## config.mk

```make
export PLATFORM = sky130hd
export DESIGN_NAME = flar_top
export DESIGN_NICKNAME = d
export VERILOG_FILES = /design/src/hdl/flar_channel.v /design/src/hdl/flar_top.v
export VERILOG_INCLUDE_DIRS = /design/src /design/src/common
export SDC_FILE = /design/constraint.sdc
export NUM_CORES = 1
export LEC_CHECK = 0
export BUFFER_PORTS_ARGS = -buffer_cell sky130_fd_sc_hd__buf_2
export CORE_MARGIN = 5
export CORE_UTILIZATION = 48
export DETAILED_ROUTE_END_ITERATION = 16
export GPL_TIMING_DRIVEN = 0
export HOLD_SLACK_MARGIN = 0.02
export PLACE_DENSITY = 0.67
export SYNTH_ARGS = -nofsm -noshare
export SYNTH_HDL_FRONTEND = slang
export SYNTH_SLANG_ARGS = --single-unit
```

## constraint.sdc

```tcl
create_clock -name clk -period 2.73 [get_ports clk]
set_input_delay 0.546 -clock clk [delete_from_list [all_inputs] [get_ports clk]]
set_output_delay 0.546 -clock clk [all_outputs]
set_load 0.01 [all_outputs]
```

## src/common/flar_consts.vh

```
// constants for the fault latch and auto-retry block
`ifndef FLAR_CONSTS_VH
`define FLAR_CONSTS_VH
`define FLAR_NCH 4
`define FLAR_RETRY_MAX 5'h10
`define FLAR_RETRY_NS 150000000
`define FLAR_RETRY_CYC (`FLAR_RETRY_NS / 10)
`define FLAR_STEP_NS 10000
`define FLAR_STEP_CYC (`FLAR_STEP_NS / 10)
`define FLAR_COOL_NS 1000000
`define FLAR_COOL_CYC (`FLAR_COOL_NS / 10)
`define FLAR_LVL_W 3
`define FLAR_LVL_HI1 3'h7
`define FLAR_LVL_HI2 3'h6
`define FLAR_LVL_HI3 3'h5
`define FLAR_LVL_MED 3'h4
`define FLAR_LVL_LO4 3'h3
`define FLAR_LVL_LO3 3'h2
`define FLAR_LVL_LO2 3'h1
`define FLAR_LVL_LO1 3'h0
`define FLAR_ST_IDLE 2'h0
`define FLAR_ST_ON 2'h1
`define FLAR_ST_LATCH 2'h2
`define FLAR_ST_WAIT 2'h3
`endif

```

## src/hdl/flar_channel.v

```verilog
// one output channel: fault latch, retry timer and current level profile
`timescale 1ns/1ns
`include "flar_consts.vh"
module flar_channel #(
   parameter RETRY_CYC = `FLAR_RETRY_CYC,
   parameter STEP_CYC = `FLAR_STEP_CYC,
   parameter COOL_CYC = `FLAR_COOL_CYC
) (
   input wire clk,
   input wire rst_n,
   input wire turn_on_cmd,
   input wire ot_det,
   input wire oc_det,
   input wire sc_det,
   input wire uv_det,
   input wire uv_flag,
   input wire ot_flag,
   input wire oc_flag,
   input wire fault_mode,
   input wire mode_change,
   input wire supply_reset,
   input wire [1:0] overcurrent_slope_select,
   input wire inrush_step_remove,
   input wire [1:0] steady_level_select,
   input wire cooling_ok,
   input wire [1:0] cooling_slope_select,
   output reg output_switch,
   output reg latched,
   output reg [2:0] current_level,
   output reg [4:0] retry_count
);
   // state codes
   localparam ST_IDLE = `FLAR_ST_IDLE;
   localparam ST_ON = `FLAR_ST_ON;
   localparam ST_LATCH = `FLAR_ST_LATCH;
   localparam ST_WAIT = `FLAR_ST_WAIT;
   reg [1:0] state; // channel state
   reg [1:0] next_state; // next channel state
   reg cmd_q; // previous command, for edge detection
   reg sc_latched; // severe short latch, immune to retry
   reg [31:0] timer; // retry period counter
   reg [31:0] step_timer; // inrush step counter
   reg [31:0] off_timer; // cooling emulation off time
   reg [2:0] step; // current inrush step index
   reg from_retry; // on-time begun by a retry
   wire cmd_rise = turn_on_cmd & ~cmd_q;
   wire any_fault = ot_det | oc_det | sc_det | uv_det;
   // step length scales with the slope field: each code up doubles every step, up to eight times
   wire [31:0] step_len = STEP_CYC << (overcurrent_slope_select & {2{~from_retry}});
   wire [31:0] cool_len = COOL_CYC << cooling_slope_select;
   wire retry_done = (timer >= RETRY_CYC - 1);
   wire retry_req = oc_flag | ot_flag | uv_flag;
   wire retry_ok = fault_mode & retry_req & ~sc_latched & (retry_count < `FLAR_RETRY_MAX);
   // next state
   always @* begin
      next_state = state;
      case (state)
         ST_IDLE: begin
            if (turn_on_cmd & ~any_fault)
               next_state = ST_ON;
         end
         ST_ON: begin
            // RULE_01 latch on fault
            if (any_fault)
               next_state = ST_LATCH;
            else if (!turn_on_cmd)
               next_state = ST_IDLE;
         end
         ST_LATCH: begin
            // RULE_02 release on condition clear
            if (!any_fault & retry_ok)
               next_state = ST_WAIT;
            // RULE_24 toggle when no retry is allowed: exhausted, short latched or no flag
            else if (!any_fault & cmd_rise)
               next_state = ST_ON;
            else if (!turn_on_cmd & !any_fault & ~sc_latched & ~retry_ok)
               next_state = ST_LATCH;
         end
         ST_WAIT: begin
            // RULE_20 retry after one period
            if (any_fault)
               next_state = ST_LATCH;
            else if (retry_done)
               next_state = turn_on_cmd ? ST_ON : ST_IDLE;
         end
         default: next_state = ST_IDLE;
      endcase
      // RULE_18 supply reset clears latch
      if (supply_reset | mode_change)
         next_state = ST_IDLE;
   end
   // state, timers and retry counter
   always @(posedge clk or negedge rst_n) begin
      if (!rst_n) begin
         state <= ST_IDLE;
         cmd_q <= 1'b0;
         sc_latched <= 1'b0;
         timer <= 32'h0;
         retry_count <= 5'h0;
         off_timer <= 32'h0;
         from_retry <= 1'b0;
      end else begin
         state <= next_state;
         cmd_q <= turn_on_cmd;
         // RULE_22 retry runs on defaults
         from_retry <= (state == ST_WAIT) | (from_retry & (state == ST_ON));
         // RULE_10 short latch ignores retry
         if (supply_reset | mode_change | (cmd_rise & ~sc_det))
            sc_latched <= 1'b0;
         else if (sc_det & state == ST_ON)
            sc_latched <= 1'b1;
         timer <= (state == ST_WAIT) ? timer + 32'h1 : 32'h0;
         // RULE_21 counters clear on mode change
         if (mode_change | supply_reset)
            retry_count <= 5'h0;
         else if (state == ST_WAIT && next_state != ST_WAIT && !any_fault)
            retry_count <= retry_count + 5'h1;
         else if (cmd_rise & state != ST_WAIT)
            retry_count <= 5'h0;
         // off time feeds the cooling emulator
         if (output_switch)
            off_timer <= 32'h0;
         else if (off_timer != 32'hffffffff)
            off_timer <= off_timer + 32'h1;
      end
   end
   // RULE_05 inrush restarts on rise or retry
   // RULE_22 retry reverts to default profile
   always @(posedge clk or negedge rst_n) begin
      if (!rst_n) begin
         step <= 3'h0;
         step_timer <= 32'h0;
      end else if (state != ST_ON) begin
         step <= 3'h0;
         step_timer <= 32'h0;
      end else if (step != 3'h4) begin
         if (step_timer >= step_len - 1) begin
            step <= step + 3'h1;
            step_timer <= 32'h0;
         end else begin
            step_timer <= step_timer + 32'h1;
         end
      end
   end
   // level table; RULE_06 step removal, RULE_07 steady level, RULE_09 cooling
   always @* begin
      case (step)
         3'h0: begin
            if (inrush_step_remove & ~from_retry)
               current_level = `FLAR_LVL_HI2;
            else if (cooling_ok & ~from_retry & off_timer < cool_len)
               current_level = `FLAR_LVL_HI3;
            else
               current_level = `FLAR_LVL_HI1;
         end
         3'h1: current_level = `FLAR_LVL_HI2;
         3'h2: current_level = `FLAR_LVL_HI3;
         3'h3: current_level = `FLAR_LVL_MED;
         default: begin
            case (steady_level_select & {2{~from_retry}})
               2'h0: current_level = `FLAR_LVL_LO2;
               2'h1: current_level = `FLAR_LVL_LO1;
               2'h2: current_level = `FLAR_LVL_LO3;
               default: current_level = `FLAR_LVL_LO4;
            endcase
         end
      endcase
   end
   // output drive and latch indication
   always @* begin
      output_switch = (state == ST_ON);
      latched = (state == ST_LATCH) | (state == ST_WAIT) | sc_latched;
   end
endmodule // flar_channel

```

## src/hdl/flar_top.v

```verilog
// four channel protection fault logic with status register and auto-retry
// How it works
// RULE_01 - on-command overtemp latches output off, pin low
// RULE_02 - latch releases after clear plus retry/toggle/reset
// RULE_03 - off-command overtemp drives pin low unlatched
// RULE_04 - overtemp flag sets, clears on read
// RULE_05 - inrush profile on command rise or retry
// RULE_06 - slope field and inrush step removal
// RULE_07 - steady level default second, selectable
// RULE_08 - overcurrent latches like overtemp, clears on read
// RULE_09 - cooling emulation shapes first step
// RULE_10 - short latches off, retry cannot release
// RULE_11 - short flags clear on read
// RULE_12 - overvoltage shuts all outputs while present
// RULE_13 - overvoltage flag sets, clears on read
// RULE_14 - disabled overvoltage only warns, sticky while present
// RULE_15 - fail-safe overvoltage follows wake/reset pin
// RULE_16 - undervoltage turns off, flag, keeps config
// RULE_17 - recovery: off releases pin, on stays latched
// RULE_18 - supply loss resets all latched faults
// RULE_19 - retry requested by overcurrent, overtemp, undervoltage
// RULE_20 - retry after one period, 16 maximum
// RULE_21 - retry counters clear on mode change
// RULE_22 - retry reverts overcurrent to defaults
// RULE_23 - turn-on command from direct input or bit
// RULE_24 - exhausted retries hold until toggle/reset
//
// The address-and-strobe port and the register addresses were chosen for this implementation.
`timescale 1ns/1ns
`include "flar_consts.vh"
module flar_top #(
   parameter RETRY_CYC = `FLAR_RETRY_CYC,
   parameter COOL_CYC = `FLAR_COOL_CYC
) (
   input wire clk,
   input wire rst_n,
   input wire [3:0] reg_addr,
   input wire [31:0] reg_wdata,
   input wire reg_wr,
   input wire reg_rd,
   output reg [31:0] reg_rdata,
   input wire [3:0] direct_in,
   input wire [3:0] overtemp_det,
   input wire [3:0] overcurrent_det,
   input wire [3:0] short_det,
   input wire overvoltage_det,
   input wire undervoltage_det,
   input wire logic_supply_fail,
   input wire supply_por,
   input wire fail_safe,
   input wire wake_reset_pin,
   input wire modulator_en,
   output wire [3:0] output_switch,
   output wire fault_status_pin_n,
   output wire [11:0] current_level
);
   // register map
   localparam [3:0] A_CTRL = 4'h0;
   localparam [3:0] A_OC = 4'h1;
   localparam [3:0] A_STAT = 4'h2;
   localparam [3:0] A_RETRY = 4'h3;
   // software configuration
   reg [3:0] on_bit; // per output on bit
   reg [3:0] input_mask; // masks direct inputs
   reg high_battery_protect_off; // overvoltage shutdown disable
   reg [1:0] overcurrent_slope_select; // inrush slope
   reg inrush_step_remove; // omit first step
   reg [1:0] steady_level_select; // steady level
   reg cooling_emulation_enable; // cooling emulator on
   reg [1:0] cooling_slope_select; // emulator slope
   // sticky status
   reg [3:0] overtemp_flag;
   reg [3:0] overcurrent_flag;
   reg [3:0] short_circuit_flag;
   reg overvoltage_flag;
   reg undervoltage_flag;
   reg fail_safe_q; // previous mode, for change detection
   wire [3:0] ch_switch;
   wire [3:0] ch_latched;
   wire [19:0] ch_retry;
   wire [3:0] turn_on;
   wire mode_change = fail_safe ^ fail_safe_q;
   // RULE_18 logic or both supplies lost
   wire supply_reset = logic_supply_fail | supply_por;
   wire fault_mode = (|overtemp_det) | (|overcurrent_det) | (|short_det) | undervoltage_det | (|ch_latched);
   // RULE_15 fail-safe follows the pin
   wire ov_protect = fail_safe ? wake_reset_pin : ~high_battery_protect_off;
   // RULE_12 all outputs off during overvoltage
   wire ov_kill = ov_protect & overvoltage_det;
   // read of the status word clears the sticky flags it reported
   wire stat_rd = reg_rd & (reg_addr == A_STAT);
   // RULE_23 turn-on from input or bit
   assign turn_on = (direct_in & ~input_mask & {4{modulator_en}}) | on_bit;
   genvar g;
   generate
      for (g = 0; g < 4; g = g + 1) begin : g_ch
         flar_channel #(
            .RETRY_CYC(RETRY_CYC),
            .STEP_CYC(`FLAR_STEP_CYC),
            .COOL_CYC(COOL_CYC)
         ) u_ch (
            .clk(clk),
            .rst_n(rst_n),
            .turn_on_cmd(turn_on[g]),
            .ot_det(overtemp_det[g]),
            .oc_det(overcurrent_det[g]),
            .sc_det(short_det[g]),
            .uv_det(undervoltage_det),
            // RULE_19 retry sources
            .uv_flag(undervoltage_flag),
            .ot_flag(overtemp_flag[g]),
            .oc_flag(overcurrent_flag[g]),
            .fault_mode(fault_mode),
            .mode_change(mode_change),
            .supply_reset(supply_reset),
            .overcurrent_slope_select(overcurrent_slope_select),
            .inrush_step_remove(inrush_step_remove),
            .steady_level_select(steady_level_select),
            .cooling_ok(cooling_emulation_enable & modulator_en & ~fail_safe),
            .cooling_slope_select(cooling_slope_select),
            .output_switch(ch_switch[g]),
            .latched(ch_latched[g]),
            .current_level(current_level[3*g +: 3]),
            .retry_count(ch_retry[5*g +: 5])
         );
      end
   endgenerate
   // RULE_16 outputs off on undervoltage
   assign output_switch = ch_switch & {4{~ov_kill & ~undervoltage_det}};
   // RULE_03 unlatched pin for off-command overtemp
   // RULE_17 latched channels hold pin low after recovery
   assign fault_status_pin_n = ~((|ch_latched) | (|(overtemp_det & ~turn_on)) | ov_kill | undervoltage_det);
   // configuration writes
   always @(posedge clk or negedge rst_n) begin
      if (!rst_n) begin
         on_bit <= 4'h0;
         input_mask <= 4'h0;
         high_battery_protect_off <= 1'b0;
         overcurrent_slope_select <= 2'h0;
         inrush_step_remove <= 1'b0;
         steady_level_select <= 2'h0;
         cooling_emulation_enable <= 1'b0;
         cooling_slope_select <= 2'h0;
         fail_safe_q <= 1'b0;
      end else begin
         fail_safe_q <= fail_safe;
         // configuration defaults on fail-safe, logic supply loss or power-on reset
         if (fail_safe | supply_reset) begin
            on_bit <= 4'h0;
            input_mask <= 4'h0;
            high_battery_protect_off <= 1'b0;
            overcurrent_slope_select <= 2'h0;
            inrush_step_remove <= 1'b0;
            steady_level_select <= 2'h0;
            cooling_emulation_enable <= 1'b0;
            cooling_slope_select <= 2'h0;
         end else if (reg_wr & reg_addr == A_CTRL) begin
            on_bit <= reg_wdata[3:0];
            input_mask <= reg_wdata[7:4];
            high_battery_protect_off <= reg_wdata[8];
         end else if (reg_wr & reg_addr == A_OC) begin
            overcurrent_slope_select <= reg_wdata[1:0];
            inrush_step_remove <= reg_wdata[2];
            steady_level_select <= reg_wdata[5:4];
            cooling_emulation_enable <= reg_wdata[6];
            cooling_slope_select <= reg_wdata[9:8];
         end
      end
   end
   // sticky flags: set wins over the read clear
   always @(posedge clk or negedge rst_n) begin
      if (!rst_n) begin
         overtemp_flag <= 4'h0;
         overcurrent_flag <= 4'h0;
         short_circuit_flag <= 4'h0;
         overvoltage_flag <= 1'b0;
         undervoltage_flag <= 1'b0;
      end else if (supply_por) begin
         overtemp_flag <= 4'h0;
         overcurrent_flag <= 4'h0;
         short_circuit_flag <= 4'h0;
         overvoltage_flag <= 1'b0;
         undervoltage_flag <= 1'b0;
      end else begin
         // RULE_04 overtemp sticky, read clears
         overtemp_flag <= overtemp_det | (overtemp_flag & {4{~stat_rd}});
         // RULE_08 overcurrent sticky, read clears
         overcurrent_flag <= overcurrent_det | (overcurrent_flag & {4{~stat_rd}});
         // RULE_11 short flags read clear
         short_circuit_flag <= short_det | (short_circuit_flag & {4{~stat_rd}});
         // RULE_13 RULE_14 condition held keeps flag
         overvoltage_flag <= overvoltage_det | (overvoltage_flag & ~stat_rd);
         // RULE_16 single undervoltage flag
         undervoltage_flag <= undervoltage_det | (undervoltage_flag & ~stat_rd);
      end
   end
   // read data, one cycle after the strobe
   always @(posedge clk or negedge rst_n) begin
      if (!rst_n) begin
         reg_rdata <= 32'h0;
      end else if (reg_rd) begin
         case (reg_addr)
            A_CTRL: reg_rdata <= {23'h0, high_battery_protect_off, input_mask, on_bit};
            A_OC: reg_rdata <= {22'h0, cooling_slope_select, 1'b0, cooling_emulation_enable,
                                steady_level_select, 1'b0, inrush_step_remove, overcurrent_slope_select};
            A_STAT: reg_rdata <= {13'h0, ch_latched, ~fail_safe, undervoltage_flag, overvoltage_flag,
                                  short_circuit_flag, overcurrent_flag, overtemp_flag};
            A_RETRY: reg_rdata <= {12'h0, ch_retry};
            default: reg_rdata <= 32'h0;
         endcase
      end else begin
         reg_rdata <= 32'h0;
      end
   end
endmodule // flar_top

```

==> impl_table.tex <==
\begin{tabular}{lr}
\hline
Metric & Value \\
\hline
\multicolumn{2}{l}{\textbf{Run status}} \\
\quad Run status & complete, but fails checks \\
\quad Violations in the final reports & hold timing, setup timing \\
\multicolumn{2}{l}{\textbf{Timing}} \\
\quad Hold violation count in the final report & 13 \\
\quad Count of final max-slew check failures & 0 \\
\quad Unrepaired setup endpoints after global routing & yes \\
\quad Setup-failing EPs final & 4 \\
\quad Worst setup slack after layout & -931 ps \\
\quad Min Clock Period, post-route & about 3700 ps \\
\quad Maximum clock frequency & between 0.2 and 0.3 GHz \\
\quad WHS & -36.1 ps \\
\quad Post-route fraction of the period consumed by the critical path & 134\% \\
\quad Setup skew after layout & between 20 and 30 ps \\
\quad Transition at the pin with the smallest max-transition slack & $\sim$1200 ps \\
\quad Max\_slew headroom & 20.2\% \\
\multicolumn{2}{l}{\textbf{Drt}} \\
\quad Vias post-DR & 22,500 \\
\quad Detailed-route vias per instance & between 5 and 6 \\
\quad Total iterations of the first detailed-routing run & 5 \\
\quad 1st-iter DRT viols & $\sim$1,500 \\
\quad Final wirelength & 68.2 mm \\
\quad Number of nets with antenna violations after detailed routing & 0 \\
\quad \# DRC & 0 \\
\quad Average wire per cell in the routed design & 17.3 um \\
\multicolumn{2}{l}{\textbf{Setup path}} \\
\quad Cells along the critical path & clkinvlp\_4 -> ha\_4 -> inv\_8 -> buf\_4 -> ha\_1 -> o21ai\_1 -> nand2b\_1 -> a21oi\_2 -> o21ai\_2 -> a21oi\_2 -> o41ai\_2 -> o311a\_1 -> buf\_6 \\
\quad Worst setup path category & reg -> out \\
\quad Crit path required time & 2180 ps \\
\quad Delay of the slowest critical-path stage & 480 ps \\
\quad Sort of element at the end of the critical path & output pin \\
\quad Element type at the critical path start & flop \\
\quad Most repeated library cell on the critical path & a21oi\_2 \\
\quad Standard cell with the maximum stage delay on the critical path & dfrtp\_2 \\
\quad WP buf/inv & 4 \\
\quad Arrival time at the worst endpoint & about 3100 ps \\
\quad Crit-path max FO & 5 \\
\quad Top delay family on crit path & compound AO/OA/AOI/OAI gates \\
\multicolumn{2}{l}{\textbf{Floorplan}} \\
\quad I/O pin count & 112 \\
\quad Width of the die & 246 um \\
\quad Die Footprint & roughly 0.061 mm\^{}2 \\
\quad Total core area & $\sim$0.055 mm\^{}2 \\
\quad Initial cell density of the core & around half \\
\quad Die Ht & 246 um \\
\quad Count of standard-cell rows & 86 \\
\multicolumn{2}{l}{\textbf{Pwr}} \\
\quad Leakage power of the design & 0.0137 uW \\
\quad Pwr Total & about 16,000 uW \\
\quad Pwr dens & approximately 520 mW/mm\^{}2 \\
\quad Worst ir drop on vdd & 0.497 mV \\
\multicolumn{2}{l}{\textbf{Cells and area}} \\
\quad Layout Utilization & 57.1\% \\
\quad Number of inserted filler cells in the final layout & approximately 4,700 \\
\quad Most common library cell in the layout ignoring fill and taps & dfrtp\_1 \\
\quad Ant diodes & 0 \\
\quad Area growth from synthesis to final layout & 17.7\% \\
\quad Number of nets at the end of the flow & 3,348 \\
\quad Share of cells above drive strength 1 & 13.5\% \\
\quad Commonest cells after routing, fill and taps aside & dfrtp\_1, nor2\_1, nand2\_1, nand3\_1, xor2\_1 \\
\multicolumn{2}{l}{\textbf{Logic synthesis}} \\
\quad Flop and latch count out of synthesis & approximately 500 \\
\quad Per-instance average area after synthesis & a little over 9 um\^{}2 \\
\quad Primary FF master, synth & dfrtp\_1 \\
\quad Number of distinct standard cells referenced by the synthesized netlist & $\sim$70 \\
\quad Number of synthesis warnings & 0 \\
\quad Combined area of all synthesized cells & approximately 0.027 mm\^{}2 \\
\quad Async SR Flop Fraction & between 90\% and 100\% \\
\quad Sequential cell area fraction in the yosys report & $\sim$46\% \\
\quad Number of enable flip-flop cells after synthesis & 0 \\
\quad Syn Inst Count & 2,924 \\
\multicolumn{2}{l}{\textbf{Place}} \\
\quad Final weighted congestion in routability-driven placement & a little under 0.9 \\
\quad I/O Buffers & 76 \\
\quad DP HPWL & between 40 and 50 mm \\
\multicolumn{2}{l}{\textbf{CTS}} \\
\quad H-tree level count & 2 \\
\quad Clock latency at the later pin of the worst-skew pair & approximately 640 ps \\
\quad Maximum buffer depth of the clock tree & 3 \\
\quad Clock net sink count & between 400 and 500 \\
\quad Clock buffer count from CTS & 54 \\
\quad CTS root buf & clkbuf\_16 \\
\quad Clock tree from TritonCTS & built \\
\quad Clock transition time at the flip-flop clock pins of the worst setup and hold paths & 60 ps \\
\multicolumn{2}{l}{\textbf{GRT}} \\
\quad Number of antenna violations at the first check in global routing & 0 \\
\quad First-pass GRT wire length & between 100 and 150 mm \\
\quad Aggregate global routing overflow & 0 \\
\quad Combined global-route utilization of all metal layers & roughly 22\% \\
\quad Pin count of the biggest net entering global routing & $\sim$120 \\
\quad Via count of the first global-routing pass & roughly 22,000 \\
\multicolumn{2}{l}{\textbf{Min path}} \\
\quad Tightest Hold Check Type & in -> async \\
\multicolumn{2}{l}{\textbf{Run}} \\
\quad Number of max-cap violations & 0 \\
\hline
\end{tabular}
what timing repair did:
item,4_1_cts,5_1_grt
gates resized for setup,125,113
hold buffers,0,0
cloned,0,1
setup buffers,46,25
endpoints found under the setup margin,156,171
pin swaps,37,38
layout make-up:
type                       count  area [um^2]  area share (%)
multi-input combinational   2267        14500            46.2
sequential                   488        12200            38.8
clock buffer                  78         1550            4.93
timing repair buffer         152         1100            3.50
tap                          748          936            2.97
buffer                        91          490            1.56
inverter                      86          358            1.14
clock inverter                22          280           0.890
Yosys cell counts (all sizes together), types with 20 or more instances:
| master | number | share of area [%] |
|---|---|---|
| or3 | 59 | 1.4 |
| a22oi | 24 | 0.67 |
| nand2b | 24 | 0.56 |
| ha | 145 | 6.8 |
| nor2 | 426 | 6.0 |
| and3 | 84 | 2.0 |
| buf | 20 | 0.48 |
| inv | 86 | 1.2 |
| clkbuf | 77 | 1.1 |
| o21ai | 126 | 2.4 |
| and2 | 21 | 0.50 |
| nor4 | 68 | 1.7 |
| nand4 | 76 | 1.8 |
| a31oi | 25 | 0.58 |
| and4 | 25 | 0.82 |
| a21oi | 147 | 2.8 |
| dfrtp | 488 | 46 |
| xor2 | 160 | 5.2 |
| nor3 | 90 | 1.7 |
| xnor2 | 105 | 3.4 |
| nand3 | 176 | 3.3 |
| nor2b | 20 | 0.47 |
| nand2 | 263 | 3.7 |
cells by family after synthesis:
logic type,after synthesis,synth area share (%)
compound gates,447,10.3
xor+xnor,265,8.68
fa+ha+maj,145,6.78
buf+inv,183,2.76
flops,488,45.7
mux,8,0.304
other cells,2,0.0281
simple gates,1386,25.5
report_power, final:
group          switching, uW  leakage (uW)  internal [uW]
clock network           3100      0.000912           4440
registers                258       0.00670           7450
logic                    778       0.00606            453
total                   4130        0.0137          12300
metrics by stage:
| step | worst slack, ps | cell area, um^2 | instances | TNS, ps |
|---|---|---|---|---|
| after floorplan | 5.92 | 26800 | 2938 | 0 |
| after global placement | -9650 | 28100 | 3762 | -4321500 |
| after detailed placement | -945 | 28300 | 3766 | -95140 |
| after CTS | -945 | 30900 | 3907 | -3680 |
| after global routing | -1060 | 31500 | 3932 | -4560 |
| final | -931 | 31500 | 3932 | -3550 |
sequential cells by signal (all words and copies together) (netlist names), 8 cells and up:
register and cells:
g_ch.u_ch.step 12, g_ch.u_ch.retry_count 20, g_ch.u_ch.off_timer 128, g_ch.u_ch.step_timer 128, g_ch.u_ch.timer 128, g_ch.u_ch.state 8
reg_rdata 20
per-layer routing:
metal | vias up | track usage, % | share of wire [%]
met5 | - | 0 | 0
met4 | 0 | 7.47 | 3.1
met3 | 138 | 2.61 | 4.3
met2 | 491 | 37.4 | 48
met1 | 11100 | 30.0 | 45
li1 | 10700 | - | -
path summary, 6_finish.rpt:
| path | startpoint | end | slack [ps] | cells after the start |
|---|---|---|---|---|
| hold / removal | rst_n | g_ch[1].u_ch.timer[14] | -40 | 1 |
| min in group clk | fail_safe | fail_safe_q | 110 | 1 |
| setup / recovery | cooling_slope_select[0] | current_level[1] | -930 | 13 |
| setup reg to reg | overcurrent_slope_select[1] | g_ch[2].u_ch.step_timer[26] | 80 | 14 |
| hold reg to reg | g_ch[1].u_ch.timer[0] | g_ch[1].u_ch.timer[0] | 510 | 1 |
| max in group asynchronous | rst_n | g_ch[3].u_ch.step_timer[25] | 1060 | 4 |
worst reg2reg max path, stage by stage, from the launching register on:
cell     delay (ps)
dfrtp_2         420
buf_12          150
nor2b_4         130
buf_6           120
buf_4           140
ha_1            200
ha_1            310
a21oi_1          70
a21oi_1         200
a21oi_2          70
a31oi_4         210
and2_4          180
buf_6           130
buf_8           150
nor2_1           60
(Power assumes the default switching activity.)
